[config.mk]
export PLATFORM = sky130hd
export DESIGN_NAME = hpc_config
export DESIGN_NICKNAME = d
export VERILOG_FILES = /design/src/design/hpc_pkg.sv /design/src/design/hpc_config.sv /design/src/design/hpc_interlock.sv
export SDC_FILE = /design/constraint.sdc
export NUM_CORES = 1
export LEC_CHECK = 0
export BUFFER_PORTS_ARGS = -buffer_cell sky130_fd_sc_hd__buf_2
export CAP_MARGIN = 20
export CORE_MARGIN = 2
export CORE_UTILIZATION = 45
export CTS_CLUSTER_DIAMETER = 100
export DETAILED_ROUTE_END_ITERATION = 6
export GPL_TIMING_DRIVEN = 0
export PLACE_DENSITY = 0.63
export SLEW_MARGIN = 30
export SYNTH_ARGS = -nofsm -noshare
export SYNTH_HDL_FRONTEND = slang
export SYNTH_SLANG_ARGS = --single-unit
[constraint.sdc]
create_clock -name clk -period 3.3 [get_ports clk]
set_clock_uncertainty 0.2 [all_clocks]
set_input_delay 0.33 -clock clk [delete_from_list [all_inputs] [get_ports clk]]
set_output_delay 0.33 -clock clk [all_outputs]
set_load 0.005 [all_outputs]
[src/design/hpc_pkg.sv]
// package: hot-plug signal configuration constants and carriers
package hpc_pkg;

	// ----------------------------------------------------------------
	// sizes and register map
	// ----------------------------------------------------------------
	localparam int          HPC_PORTS      = 8;
	localparam int          HPC_ADDR_W     = 12;
	localparam int          HPC_CTL_W      = 14;
	localparam logic [11:0] HPC_CFG_OFF    = 12'h408;
	localparam logic [13:0] HPC_CTL_RST    = 14'h0800;
	// reserved bits 10:9 are not sticky
	localparam logic [13:0] HPC_STICKY_MSK = 14'h39ff;
	localparam int          HPC_BYTE0_MSB  = 7;
	localparam int          HPC_BYTE1_LSB  = 8;

	// ----------------------------------------------------------------
	// timing
	// ----------------------------------------------------------------
	localparam longint HPC_CLK_HZ       = 25_000_000;
	localparam longint HPC_PULSE_MS     = 125;
	localparam longint HPC_PULSE_CYC    = HPC_PULSE_MS * HPC_CLK_HZ / 1000;
	localparam int     HPC_CNT_W        = 22;

	// ----------------------------------------------------------------
	// carriers
	// ----------------------------------------------------------------
	typedef struct packed {
		logic       interlock_toggle_mode;
		logic       latch_input_as_interlock_state;
		logic       latch_open_auto_power_off;
		logic [1:0] reserved;
		logic       invert_power_good;
		logic       invert_interlock_out;
		logic       invert_power_enable;
		logic       invert_power_indicator;
		logic       invert_attn_indicator;
		logic       invert_latch_sensor;
		logic       invert_power_fault;
		logic       invert_presence_detect;
		logic       invert_attn_button;
	} hpc_ctl_t;

	typedef struct packed {
		logic [HPC_PORTS-1:0] attn_button_in;
		logic [HPC_PORTS-1:0] presence_detect_in;
		logic [HPC_PORTS-1:0] power_fault_in;
		logic [HPC_PORTS-1:0] latch_sensor_in;
		logic [HPC_PORTS-1:0] power_good_in;
	} hpc_pin_in_t;

	typedef struct packed {
		logic [HPC_PORTS-1:0] attn_ind_on;
		logic [HPC_PORTS-1:0] power_ind_on;
		logic [HPC_PORTS-1:0] power_on;
		logic [HPC_PORTS-1:0] interlock_wr;
	} hpc_req_t;

	typedef struct packed {
		logic [HPC_PORTS-1:0] attn_button;
		logic [HPC_PORTS-1:0] presence;
		logic [HPC_PORTS-1:0] power_fault;
		logic [HPC_PORTS-1:0] latch_open;
		logic [HPC_PORTS-1:0] interlock_state;
		logic [HPC_PORTS-1:0] power_good;
	} hpc_sense_t;

	typedef enum logic [1:0] {
		HPC_IL_IDLE  = 2'h0,
		HPC_IL_PULSE = 2'h1
	} hpc_il_state_t;

	// ----------------------------------------------------------------
	// helpers
	// ----------------------------------------------------------------
	function automatic logic [HPC_PORTS-1:0] hpc_rep(input logic b);
		hpc_rep = {HPC_PORTS{b}};
	endfunction : hpc_rep

endpackage : hpc_pkg

[src/design/hpc_config.sv]
// hot-plug signal configuration register and pin polarity logic
`timescale 1ns/100ps
module hpc_config #(
	parameter logic [21:0] PULSE_CYC = 22'(hpc_pkg::HPC_PULSE_CYC)
) (
	// clock and resets
	input  wire logic                              clk,
	input  wire logic                              rst_b,
	input  wire logic                              hot_rst,
	// configuration access
	input  wire logic                              cfg_wr,
	input  wire logic                              cfg_rd,
	input  wire logic [hpc_pkg::HPC_ADDR_W-1:0]    cfg_addr,
	input  wire logic [3:0]                        cfg_be,
	input  wire logic [31:0]                       cfg_wdata,
	output logic      [31:0]                       cfg_rdata_r,
	output logic                                   cfg_rvalid_r,
	// slot capability and core requests
	input  wire logic [hpc_pkg::HPC_PORTS-1:0]     latch_present_cap,
	input  wire hpc_pkg::hpc_req_t                 req,
	// slot pins
	input  wire hpc_pkg::hpc_pin_in_t              pins,
	output logic      [hpc_pkg::HPC_PORTS-1:0]     attn_indicator_out,
	output logic      [hpc_pkg::HPC_PORTS-1:0]     power_indicator_out,
	output logic      [hpc_pkg::HPC_PORTS-1:0]     power_enable_out,
	output logic      [hpc_pkg::HPC_PORTS-1:0]     interlock_out,
	// sensed state to the core
	output hpc_pkg::hpc_sense_t                    sense_r
);
	import hpc_pkg::*;

	// ----------------------------------------------------------------
	// declarations
	// ----------------------------------------------------------------
	hpc_ctl_t               ctl_r;
	hpc_ctl_t               ctl_nxt;
	logic [31:0]            rdata_nxt;
	logic                   rvalid_nxt;
	logic                   hit;
	hpc_sense_t             sense_nxt;
	logic [HPC_PORTS-1:0]   latch_c;
	logic [HPC_PORTS-1:0]   latch_open_c;
	logic [HPC_PORTS-1:0]   pwr_norm_c;
	logic [HPC_PORTS-1:0]   ilock_lvl;
	logic [HPC_PORTS-1:0]   ai_nxt;
	logic [HPC_PORTS-1:0]   pi_nxt;
	logic [HPC_PORTS-1:0]   pe_nxt;
	logic [HPC_PORTS-1:0]   il_nxt;

	assign hit = (cfg_addr == HPC_CFG_OFF);

	// ----------------------------------------------------------------
	// configuration register
	// ----------------------------------------------------------------
	// bits 31:14 are not held here and read as zero
	always_comb begin
		ctl_nxt    = ctl_r;
		rvalid_nxt = cfg_rd;
		rdata_nxt  = '0;
		if (cfg_rd && hit) begin
			rdata_nxt = {18'h0, ctl_r};
		end
		if (cfg_wr && hit && cfg_be[0]) begin
			ctl_nxt[HPC_BYTE0_MSB:0] = cfg_wdata[HPC_BYTE0_MSB:0];
		end
		if (cfg_wr && hit && cfg_be[1]) begin
			ctl_nxt[HPC_CTL_W-1:HPC_BYTE1_LSB] =
				cfg_wdata[HPC_CTL_W-1:HPC_BYTE1_LSB];
		end
		// hot reset only returns the non-sticky bits to reset value
		if (hot_rst) begin
			ctl_nxt = (ctl_nxt & HPC_STICKY_MSK)
				| (HPC_CTL_RST & ~HPC_STICKY_MSK);
		end
	end

	always_ff @(posedge clk or negedge rst_b) begin
		if (!rst_b) begin
			ctl_r        <= HPC_CTL_RST;
			cfg_rdata_r  <= '0;
			cfg_rvalid_r <= 1'b0;
		end else begin
			ctl_r        <= ctl_nxt;
			cfg_rdata_r  <= rdata_nxt;
			cfg_rvalid_r <= rvalid_nxt;
		end
	end

	// ----------------------------------------------------------------
	// input polarity and latch handling
	// ----------------------------------------------------------------
	assign latch_c = pins.latch_sensor_in
		^ hpc_rep(ctl_r.invert_latch_sensor);
	// no latch status is reported while the input serves the interlock
	assign latch_open_c = ctl_r.latch_input_as_interlock_state
		? '0 : latch_c;

	always_comb begin
		sense_nxt.attn_button = pins.attn_button_in
			^ hpc_rep(ctl_r.invert_attn_button);
		sense_nxt.presence = pins.presence_detect_in
			^ hpc_rep(ctl_r.invert_presence_detect);
		sense_nxt.power_fault = pins.power_fault_in
			^ hpc_rep(ctl_r.invert_power_fault);
		sense_nxt.latch_open = latch_open_c;
		sense_nxt.interlock_state = ctl_r.latch_input_as_interlock_state
			? latch_c : '0;
		sense_nxt.power_good = pins.power_good_in
			^ hpc_rep(ctl_r.invert_power_good);
		ai_nxt = req.attn_ind_on
			^ hpc_rep(ctl_r.invert_attn_indicator);
		pi_nxt = req.power_ind_on
			^ hpc_rep(ctl_r.invert_power_indicator);
		pe_nxt = pwr_norm_c
			^ hpc_rep(ctl_r.invert_power_enable);
		il_nxt = ilock_lvl
			^ hpc_rep(ctl_r.invert_interlock_out);
	end

	// ----------------------------------------------------------------
	// interlock drivers, one per port
	// ----------------------------------------------------------------
	for (genvar i = 0; i < HPC_PORTS; i++) begin : g_il
		hpc_interlock #(
			.PULSE_CYC   (PULSE_CYC)
		) u_il (
			.clk         (clk),
			.rst_b       (rst_b),
			.toggle_mode (ctl_r.interlock_toggle_mode),
			.ctl_wr      (req.interlock_wr[i]),
			.level_r     (ilock_lvl[i])
		);
	end

	// ----------------------------------------------------------------
	// output polarity
	// ----------------------------------------------------------------
	// open latch overrides the core's power request without delay
	assign pwr_norm_c = req.power_on & ~(hpc_rep(
		ctl_r.latch_open_auto_power_off) & latch_present_cap
		& latch_open_c);

	always_ff @(posedge clk or negedge rst_b) begin
		if (!rst_b) begin
			sense_r             <= '0;
			attn_indicator_out  <= '0;
			power_indicator_out <= '0;
			power_enable_out    <= '0;
			interlock_out       <= '0;
		end else begin
			sense_r             <= sense_nxt;
			attn_indicator_out  <= ai_nxt;
			power_indicator_out <= pi_nxt;
			power_enable_out    <= pe_nxt;
			interlock_out       <= il_nxt;
		end
	end

	// ----------------------------------------------------------------
	// checks
	// ----------------------------------------------------------------
	property p_attn_in;
		@(posedge clk) disable iff (!rst_b)
		1'b1 |=> sense_r.attn_button == ($past(pins.attn_button_in)
			^ {HPC_PORTS{$past(ctl_r.invert_attn_button)}});
	endproperty
	a_attn_in: assert property (p_attn_in)
		else $error("attention button polarity wrong");

	property p_presence_in;
		@(posedge clk) disable iff (!rst_b)
		ctl_r.invert_presence_detect ##1 ctl_r.invert_presence_detect
			|-> sense_r.presence == ~$past(pins.presence_detect_in);
	endproperty
	a_presence_in: assert property (p_presence_in)
		else $error("presence detect not inverted");

	property p_fault_in;
		@(posedge clk) disable iff (!rst_b)
		!ctl_r.invert_power_fault
			|=> sense_r.power_fault == $past(pins.power_fault_in);
	endproperty
	a_fault_in: assert property (p_fault_in)
		else $error("power fault altered while not inverted");

	property p_latch_in;
		@(posedge clk) disable iff (!rst_b)
		(ctl_r.invert_latch_sensor && !ctl_r.latch_input_as_interlock_state)
			|=> sense_r.latch_open == ~$past(pins.latch_sensor_in);
	endproperty
	a_latch_in: assert property (p_latch_in)
		else $error("latch sensor not inverted");

	property p_ai_out;
		@(posedge clk) disable iff (!rst_b)
		1'b1 |=> attn_indicator_out == ($past(req.attn_ind_on)
			^ {HPC_PORTS{$past(ctl_r.invert_attn_indicator)}});
	endproperty
	a_ai_out: assert property (p_ai_out)
		else $error("attention indicator polarity wrong");

	property p_pi_out;
		@(posedge clk) disable iff (!rst_b)
		ctl_r.invert_power_indicator
			|=> power_indicator_out == ~$past(req.power_ind_on);
	endproperty
	a_pi_out: assert property (p_pi_out)
		else $error("power indicator not inverted");

	property p_auto_off;
		@(posedge clk) disable iff (!rst_b)
		1'b1 |=> power_enable_out == (($past(req.power_on)
			& ~({HPC_PORTS{$past(ctl_r.latch_open_auto_power_off)}}
			& $past(latch_present_cap) & $past(latch_open_c)))
			^ {HPC_PORTS{$past(ctl_r.invert_power_enable)}});
	endproperty
	a_auto_off: assert property (p_auto_off)
		else $error("power enable not forced off by open latch");

	property p_il_out;
		@(posedge clk) disable iff (!rst_b)
		1'b1 |=> interlock_out == ($past(ilock_lvl)
			^ {HPC_PORTS{$past(ctl_r.invert_interlock_out)}});
	endproperty
	a_il_out: assert property (p_il_out)
		else $error("interlock output polarity wrong");

	property p_pg_in;
		@(posedge clk) disable iff (!rst_b)
		ctl_r.invert_power_good
			|=> sense_r.power_good == ~$past(pins.power_good_in);
	endproperty
	a_pg_in: assert property (p_pg_in)
		else $error("power good not inverted");

	property p_toggle;
		@(posedge clk) disable iff (!rst_b)
		(ctl_r.interlock_toggle_mode && req.interlock_wr[0]
			&& g_il[0].u_il.state_r == HPC_IL_IDLE)
			|=> ilock_lvl[0] != $past(ilock_lvl[0]);
	endproperty
	a_toggle: assert property (p_toggle)
		else $error("interlock did not toggle on write");

	property p_sticky;
		@(posedge clk) disable iff (!rst_b)
		(hot_rst && !cfg_wr) |=> (ctl_r & HPC_STICKY_MSK)
			== ($past(ctl_r) & HPC_STICKY_MSK) && ctl_r.reserved == 2'h0;
	endproperty
	a_sticky: assert property (p_sticky)
		else $error("hot reset changed a sticky field");

	property p_pe_out;
		@(posedge clk) disable iff (!rst_b)
		(ctl_r.invert_power_enable && !ctl_r.latch_open_auto_power_off)
			|=> power_enable_out == ~$past(req.power_on);
	endproperty
	a_pe_out: assert property (p_pe_out)
		else $error("power enable not inverted");

	property p_reserved;
		@(posedge clk) disable iff (!rst_b)
		(cfg_wr && hit && cfg_be[1] && !hot_rst)
			|=> ctl_r.reserved == $past(cfg_wdata[10:9]);
	endproperty
	a_reserved: assert property (p_reserved)
		else $error("reserved bits not written");

	property p_latch_swap;
		@(posedge clk) disable iff (!rst_b)
		ctl_r.latch_input_as_interlock_state
			|=> sense_r.latch_open == '0
			&& sense_r.interlock_state == ($past(pins.latch_sensor_in)
			^ {HPC_PORTS{$past(ctl_r.invert_latch_sensor)}});
	endproperty
	a_latch_swap: assert property (p_latch_swap)
		else $error("latch input not used as interlock state");

	property p_rd_answer;
		@(posedge clk) disable iff (!rst_b)
		(cfg_rd && hit) |=> cfg_rvalid_r
			&& cfg_rdata_r == {18'h0, $past(ctl_r)};
	endproperty
	a_rd_answer: assert property (p_rd_answer)
		else $error("read answer wrong");

	c_auto_off: cover property (@(posedge clk) disable iff (!rst_b)
		|(req.power_on & latch_present_cap & latch_open_c));
	c_pulse: cover property (@(posedge clk) disable iff (!rst_b)
		req.interlock_wr[0] && !ctl_r.interlock_toggle_mode);
	c_hot: cover property (@(posedge clk) disable iff (!rst_b)
		hot_rst && ctl_r.reserved != 2'h0);
	c_toggle: cover property (@(posedge clk) disable iff (!rst_b)
		req.interlock_wr[0] && ctl_r.interlock_toggle_mode);

endmodule : hpc_config

[src/design/hpc_interlock.sv]
// one port's interlock driver: timed pulse or toggle
`timescale 1ns/100ps
module hpc_interlock #(
	parameter logic [21:0] PULSE_CYC = 22'(hpc_pkg::HPC_PULSE_CYC)
) (
	// clock and reset
	input  wire logic clk,
	input  wire logic rst_b,
	// control
	input  wire logic toggle_mode,
	input  wire logic ctl_wr,
	// state
	output logic      level_r
);
	import hpc_pkg::*;

	hpc_il_state_t          state_r;
	hpc_il_state_t          state_nxt;
	logic [HPC_CNT_W-1:0]   cnt_r;
	logic [HPC_CNT_W-1:0]   cnt_nxt;
	logic                   level_nxt;

	// ----------------------------------------------------------------
	// next state
	// ----------------------------------------------------------------
	always_comb begin
		state_nxt = state_r;
		cnt_nxt   = cnt_r;
		level_nxt = level_r;
		case (state_r)
			HPC_IL_IDLE: begin
				if (ctl_wr && toggle_mode) begin
					level_nxt = ~level_r;
				end else if (ctl_wr) begin
					level_nxt = 1'b1;
					cnt_nxt   = PULSE_CYC - 22'd1;
					state_nxt = HPC_IL_PULSE;
				end
			end
			HPC_IL_PULSE: begin
				// a new write restarts the full pulse unless toggle mode is set
				if (ctl_wr && !toggle_mode) begin
					cnt_nxt = PULSE_CYC - 22'd1;
				end else if (cnt_r == '0) begin
					level_nxt = 1'b0;
					state_nxt = HPC_IL_IDLE;
				end else begin
					cnt_nxt = cnt_r - 22'd1;
				end
			end
			default: begin
				state_nxt = HPC_IL_IDLE;
				level_nxt = 1'b0;
				cnt_nxt   = '0;
			end
		endcase
	end

	always_ff @(posedge clk or negedge rst_b) begin
		if (!rst_b) begin
			state_r <= HPC_IL_IDLE;
			cnt_r   <= '0;
			level_r <= 1'b0;
		end else begin
			state_r <= state_nxt;
			cnt_r   <= cnt_nxt;
			level_r <= level_nxt;
		end
	end

	// ----------------------------------------------------------------
	// checks
	// ----------------------------------------------------------------
	property p_pulse_end;
		@(posedge clk) disable iff (!rst_b)
		(state_r == HPC_IL_PULSE && cnt_r == '0 && !ctl_wr)
			|=> !level_r && state_r == HPC_IL_IDLE;
	endproperty
	a_pulse_end: assert property (p_pulse_end)
		else $error("interlock pulse did not end at count zero");

	property p_pulse_start;
		@(posedge clk) disable iff (!rst_b)
		(state_r == HPC_IL_IDLE && ctl_wr && !toggle_mode)
			|=> level_r && cnt_r == PULSE_CYC - 22'd1;
	endproperty
	a_pulse_start: assert property (p_pulse_start)
		else $error("interlock pulse did not start with full count");

endmodule : hpc_interlock

After elaboration in Yosys (flattened, before gate mapping) --
Index checks and enable logic that the tools add are counted. W data, S select, Z words.
Word-level totals: flip-flop bits (word level) 309, input port bits 133
Cells by class: $add $sub $neg 8, equal/unequal tests 57, mux-type cells 126, bitwise logic cells 21, reductions and logical operators 62
Operators with widths (count):
- $mux W22 | 32
- $pmux W22 S2 | 8
- $logic_not A22 Y1 | 8
- $sub A22 B1 Y22 const B | 8
- $xor A8 B8 Y8 | 9
- $mux W2 | 32
- $ne A2 B2 Y1 const B | 24
- $ne A3 B2 Y1 const B | 16
- $reduce_and A3 Y1 | 16
- $mux W1 | 32
- $pmux W2 S2 | 8
- $reduce_and A4 Y1 | 8
- $and A8 B8 Y8 | 3
- $mux W8 | 3
- $logic_and A1 B1 Y1 | 20
- $eq A2 B1 Y1 const B | 8
- $logic_not A2 Y1 | 8
- $ne A2 B1 Y1 const B | 8
- $pmux W1 S2 | 8
- $mux W14 | 1
- $eq A12 B11 Y1 const B | 1
- $mux W11 | 1
- $not A1 Y1 | 8
- $not A8 Y8 | 1
- 3 further kinds | 3

Logic depth before layout (Yosys ltp) --
depth in word-level cells 6, depth in mapped cells 9, gate-level depth less buffers 8

By module --
A second synthesis with hierarchy kept.
Unflattened totals: cells, all modules 1462, area total of the unflattened synthesis 15195.8 um^2
Modules (own cells, without submodules):
- hpc_interlock at g_il[0].u_il ... | instances 5, cells each 139, area each 1307.5 um^2
- hpc_config | instances 1, cells each 286, area each 4135.2 um^2
- hpc_interlock at g_il[5].u_il ... | instances 2, cells each 158, area each 1473.9 um^2
- hpc_interlock at g_il[7].u_il | instances 1, cells each 165, area each 1575.3 um^2

Least setup slack after synthesis --
Ideal clock, no wire load.
kind register to register, start point register g_il[1].u_il.cnt_r[0], end point register g_il[1].u_il.cnt_r[13], data arrival time 2280 ps, setup slack 740 ps, cell stages (with the launch flop) 9, buffers on the path 1, period minus slack after synthesis 2560 ps, cell sequence dfrtp_1 > inv_1 > ha_1 > or4b_1 > or4_1 > buf_2 > nor3_2 > nand3b_1 > mux2i_1
Between the ends: longest elaborated chain between the ends 4, elaborated cells on any way between the ends 7, classes of those cells add/sub (1); eq/ne (1); mux (3); reduce/logical (2)
RTL lines:
- start: declaration | line hpc_interlock.sv:19 | logic [HPC_CNT_W-1:0] cnt_r;
- start signal: assignment | line hpc_interlock.sv:66 | cnt_r <= cnt_nxt;
- $sub A22 B1 Y22 | line hpc_interlock.sv:48 | cnt_nxt = cnt_r - 22'd1;
- $mux W22 | line hpc_interlock.sv:44 | end else if (cnt_r == '0) begin
- $mux W22 | line hpc_interlock.sv:42 | if (ctl_wr && !toggle_mode) begin
- $pmux W22 S2 | line hpc_interlock.sv:30 | case (state_r)
Parallel ways exist; a longest one is shown, timed or not. The select of a mux whose other input is x is not followed. A chain may end at the register's enable or synchronous reset.

Worst setup path after layout --
start point register g_il[3].u_il.cnt_r[2], end point register g_il[3].u_il.cnt_r[17]
Between the ends: longest elaborated chain between the ends 4, elaborated cells on any way between the ends 7, classes of those cells add/sub (1); eq/ne (1); mux (3); reduce/logical (2)
RTL lines (line):
- start: declaration | hpc_interlock.sv:19
- start signal: assignment | hpc_interlock.sv:66
- $sub A22 B1 Y22 | hpc_interlock.sv:48
- $mux W22 | hpc_interlock.sv:44
- $mux W22 | hpc_interlock.sv:42
- $pmux W22 S2 | hpc_interlock.sv:30
Parallel ways exist; a longest one is shown, timed or not. The select of a mux whose other input is x is not followed.

==> impl_results.md <==
* Largest stage delay, worst path at 530 ps
* EDFF count, synth at 0
* Worst setup margin at 470 ps
* Fill count at 2697
* Final hold violations at 0
* Via Count at 11795
* CTS max path bufs at 3
* Critical path depth at 8
* Library cells used by synthesis at between 70 and 80
* Ys flop type: dfrtp_1
* Overall routed net length at around 37 mm
* Compound-Gate Fraction of Synth Area at 0.104
* PwrDens at 456 mW/mm2
* Leak Pwr at 7.54 nW
* Startpoint types: register
* Hold path startpoint: latch_present_cap[7]
* Crit path buf inv count at 3
* WP data arrival at about 3100 ps
* Final hold slack at between 30 and 40 ps
* Clk pin slew, worst setup/hold paths at 60 ps
* Area growth from synthesis to layout at 26.1%
* Starting Density at 0.457
* Post-route antenna net violation count at 0
* Mux cell area share after synthesis at 0.0185
* Adder-cell share of the synthesized area at 0.00694
* Family with the most delay on the worst path: simple AND/OR/NAND/NOR gates
* Post-DP HPWL at approximately 25 mm
* VDD IR max at 0.000460 V
* RSZ-0062 raised after global routing: no
* DRT Pass-1 Iters at 5
* # resized after CTS at 0
* Max Cap Violations at 0
* R2r setup slk at 470 ps
* DR iter-0 viols at 645
* Largest net degree at the start of global routing at 83
* Die ar. at 0.0335 mm2
* Gate Count Post-Synth at 1399
* Clk Latency, worst-skew pair at 530 ps
* Synth top area cells: dfrtp_1 (52%), xor2_1 (5.6%), nand2_1 (3.1%)
* DRC viols at 0
* Worst Hold Class: in -> reg
* Fraction of registers with async set/reset at 1.00
* Largest family of logic cells by synthesized area: simple AND/OR/NAND/NOR gates
* Vias in the first global route at 12148
* YS warnings at 0
* Inserted Clock Buffers at 36
* Max Slew Vio Count at 0
* Post-synth top area cell: dfrtp_1
* Period minus WS final at 2830 ps
* Worst reg2reg path depth at 8
* Crit path kind: reg -> reg
* Remaining global-route overflow at 0
* Most frequent cell after synthesis: dfrtp_1
* End of the worst register-to-register path: g_il[3].u_il.cnt_r[17]$_DFFE_PN0P_
* Worst slew pin tran at 855 ps
* Row cnt at 65
* Dpl ws at 502 ps
* Fmax achieved at ~350 MHz
* Core Area at between 0.03 and 0.04 mm2
* Die height at 183 um
* Worst flop-to-flop path startpoint: g_il[3].u_il.cnt_r[2]$_DFFE_PN0P_
* Crit path cell chain: clkbuf_1 > nor4_1 > nand4_1 > o21ai_0 > buf_2 > buf_2 > o21ai_0 > nand3_1
* Wire length per cell at 17.0 um
* CTS H-tree lvls at 2
* FF+latch count, synth at 301
* Slew margin rel. at 0.424
* Required @ worst endpoint at 3540 ps
* Total power at roughly 0.0083 W
* Post-synthesis sequential area ratio at 0.523
* Worst hold endpoint: power_enable_out[7]$_DFF_PN0_
* CP Capture Type: register
* Setup violations, final at 0
* Fin crit share at 0.858
* GR Util All Layers at 0.226
* Simple-gate share of the synthesized area at 0.228
* Worst hold path stage count at 4
* Cts-stage hold buffer count at 92
* Setup bufs post-CTS at 0
* Synthesized area per cell at 10.3 um2
* Crit path max fanout at 10
* CP max-delay cell: nor4_1
* Synth top cells by count: dfrtp_1 (300), nand2_1 (120), nor2_1 (105)
* Outcome: finished clean
* Share of cells above drive strength 1 at 0.189
* Top-area cell type share of the netlist area at 0.521
* XOR/XNOR Fraction of Synth Area at 0.0863
* Clock root buffer: clkbuf_16
* Buffers on Ports at 207
* RePlAce Congestion at around 0.84
* Final net count at about 1900
* Die width at 183 um
* CTS tree: yes
* Initial antenna violation count at 2
* Ports at 246
* First-pass GRT wire length at between 60 and 70 mm
* Clock Sinks at 301
* Vias per cell at 5.40
* Post-synthesis cell area at 0.0144 mm2
## cell usage in the layout (no fill, tap or decap), drive strengths merged, types with 7 or more instances in the layout
master,count
dfrtp,300
buf,238
nand2,120
nor2,105
clkbuf,96
xor2,92
dlygate4sd3,92
o21ai,59
nand3,53
or4,51
xnor2,50
nor3,41
or3,40
a21oi,37
nor4,35
o211ai,34
inv,31
o31ai,25
nand4,24
and2,24
nor2b,23
conb,18
nand2b,15
nor4b,14
a211oi,14
mux2,13
mux2i,12
and4,11
and3,10
nand3b,8
ha,8
o41ai,7
clkinv,7
## metal layers
layer | global-route usage | part of all wire
met3 | 0.0490 | 0.054
met5 | 0 | 0
met2 | 0.388 | 0.49
met4 | 0.0630 | 0.024
met1 | 0.290 | 0.44
## worst register-to-register path: stages, from the launching register on
cell	delay [ps]
dfrtp_1	350
clkbuf_1	180
nor4_1	530
nand4_1	270
o21ai_0	430
buf_2	310
buf_2	270
o21ai_0	120
nand3_1	100
## how the worst max path moves through the flow
stage / from / end / slack (ps)
after floorplan: g_il[1].u_il.cnt_r[0]$_DFFE_PN0P_ / g_il[1].u_il.cnt_r[13]$_DFFE_PN0P_ / 740
after detailed placement: g_il[3].u_il.cnt_r[2]$_DFFE_PN0P_ / g_il[3].u_il.cnt_r[17]$_DFFE_PN0P_ / 500
after global routing: g_il[3].u_il.cnt_r[2]$_DFFE_PN0P_ / g_il[3].u_il.cnt_r[17]$_DFFE_PN0P_ / 130
final: g_il[3].u_il.cnt_r[2]$_DFFE_PN0P_ / g_il[3].u_il.cnt_r[17]$_DFFE_PN0P_ / 470
after global placement: rst_b / sense_r[22]$_DFF_PN0_ / -4170
after CTS: g_il[3].u_il.cnt_r[2]$_DFFE_PN0P_ / g_il[3].u_il.cnt_r[17]$_DFFE_PN0P_ / 470
## where the power goes
part | switching (W) | internal [W] | leakage, nW
Clock | 0.00154 | 0.00231 | 0.564
Sequential | 0.0000574 | 0.00378 | 3.40
Combinational | 0.000333 | 0.000278 | 3.57
## final cells by class
type | instances | area [um2] | area share
multi-input cells | 1012 | 6470 | 0.356
well taps | 402 | 503 | 0.0277
clock inverters | 14 | 136 | 0.00750
clock buffers | 49 | 1010 | 0.0556
plain buffers | 75 | 373 | 0.0205
repair buffers | 302 | 2050 | 0.113
flip-flops and latches | 301 | 7530 | 0.414
diodes | 2 | 5.00 | 0.000275
inverters | 28 | 105 | 0.00578
## cell families after synthesis
group / count (synthesis)
flops: 301
mux: 25
other cells: 1
xor+xnor: 142
buf+inv: 103
compound gates: 221
fa+ha+maj: 8
simple gates: 598
## through the flow
| step | std cells | setup TNS (ps) | instance area, um2 | util |
|---|---|---|---|---|
| 6_report | 2185 | 0 | 18200 | 0.576 |
| 3_3_place_gp | 2025 | -1238660 | 16000 | 0.508 |
| 4_1_cts | 2183 | 0 | 18200 | 0.576 |
| 3_5_place_dp | 2028 | 0 | 16100 | 0.511 |
| 2_1_floorplan | 1416 | 0 | 14500 | - |
| 5_1_grt | 2185 | 0 | 18200 | 0.576 |
## state kept, by name, indices dropped and copies added, names as in the netlist
signal	count
attn_indicator_out	8
cfg_rdata_r	14
cfg_rvalid_r	1
ctl_r	14
g_il.u_il.cnt_r	176
g_il.u_il.level_r	8
g_il.u_il.state_r	8
interlock_out	8
power_enable_out	8
power_indicator_out	8
sense_r	48
(Power assumes the default switching activity.)
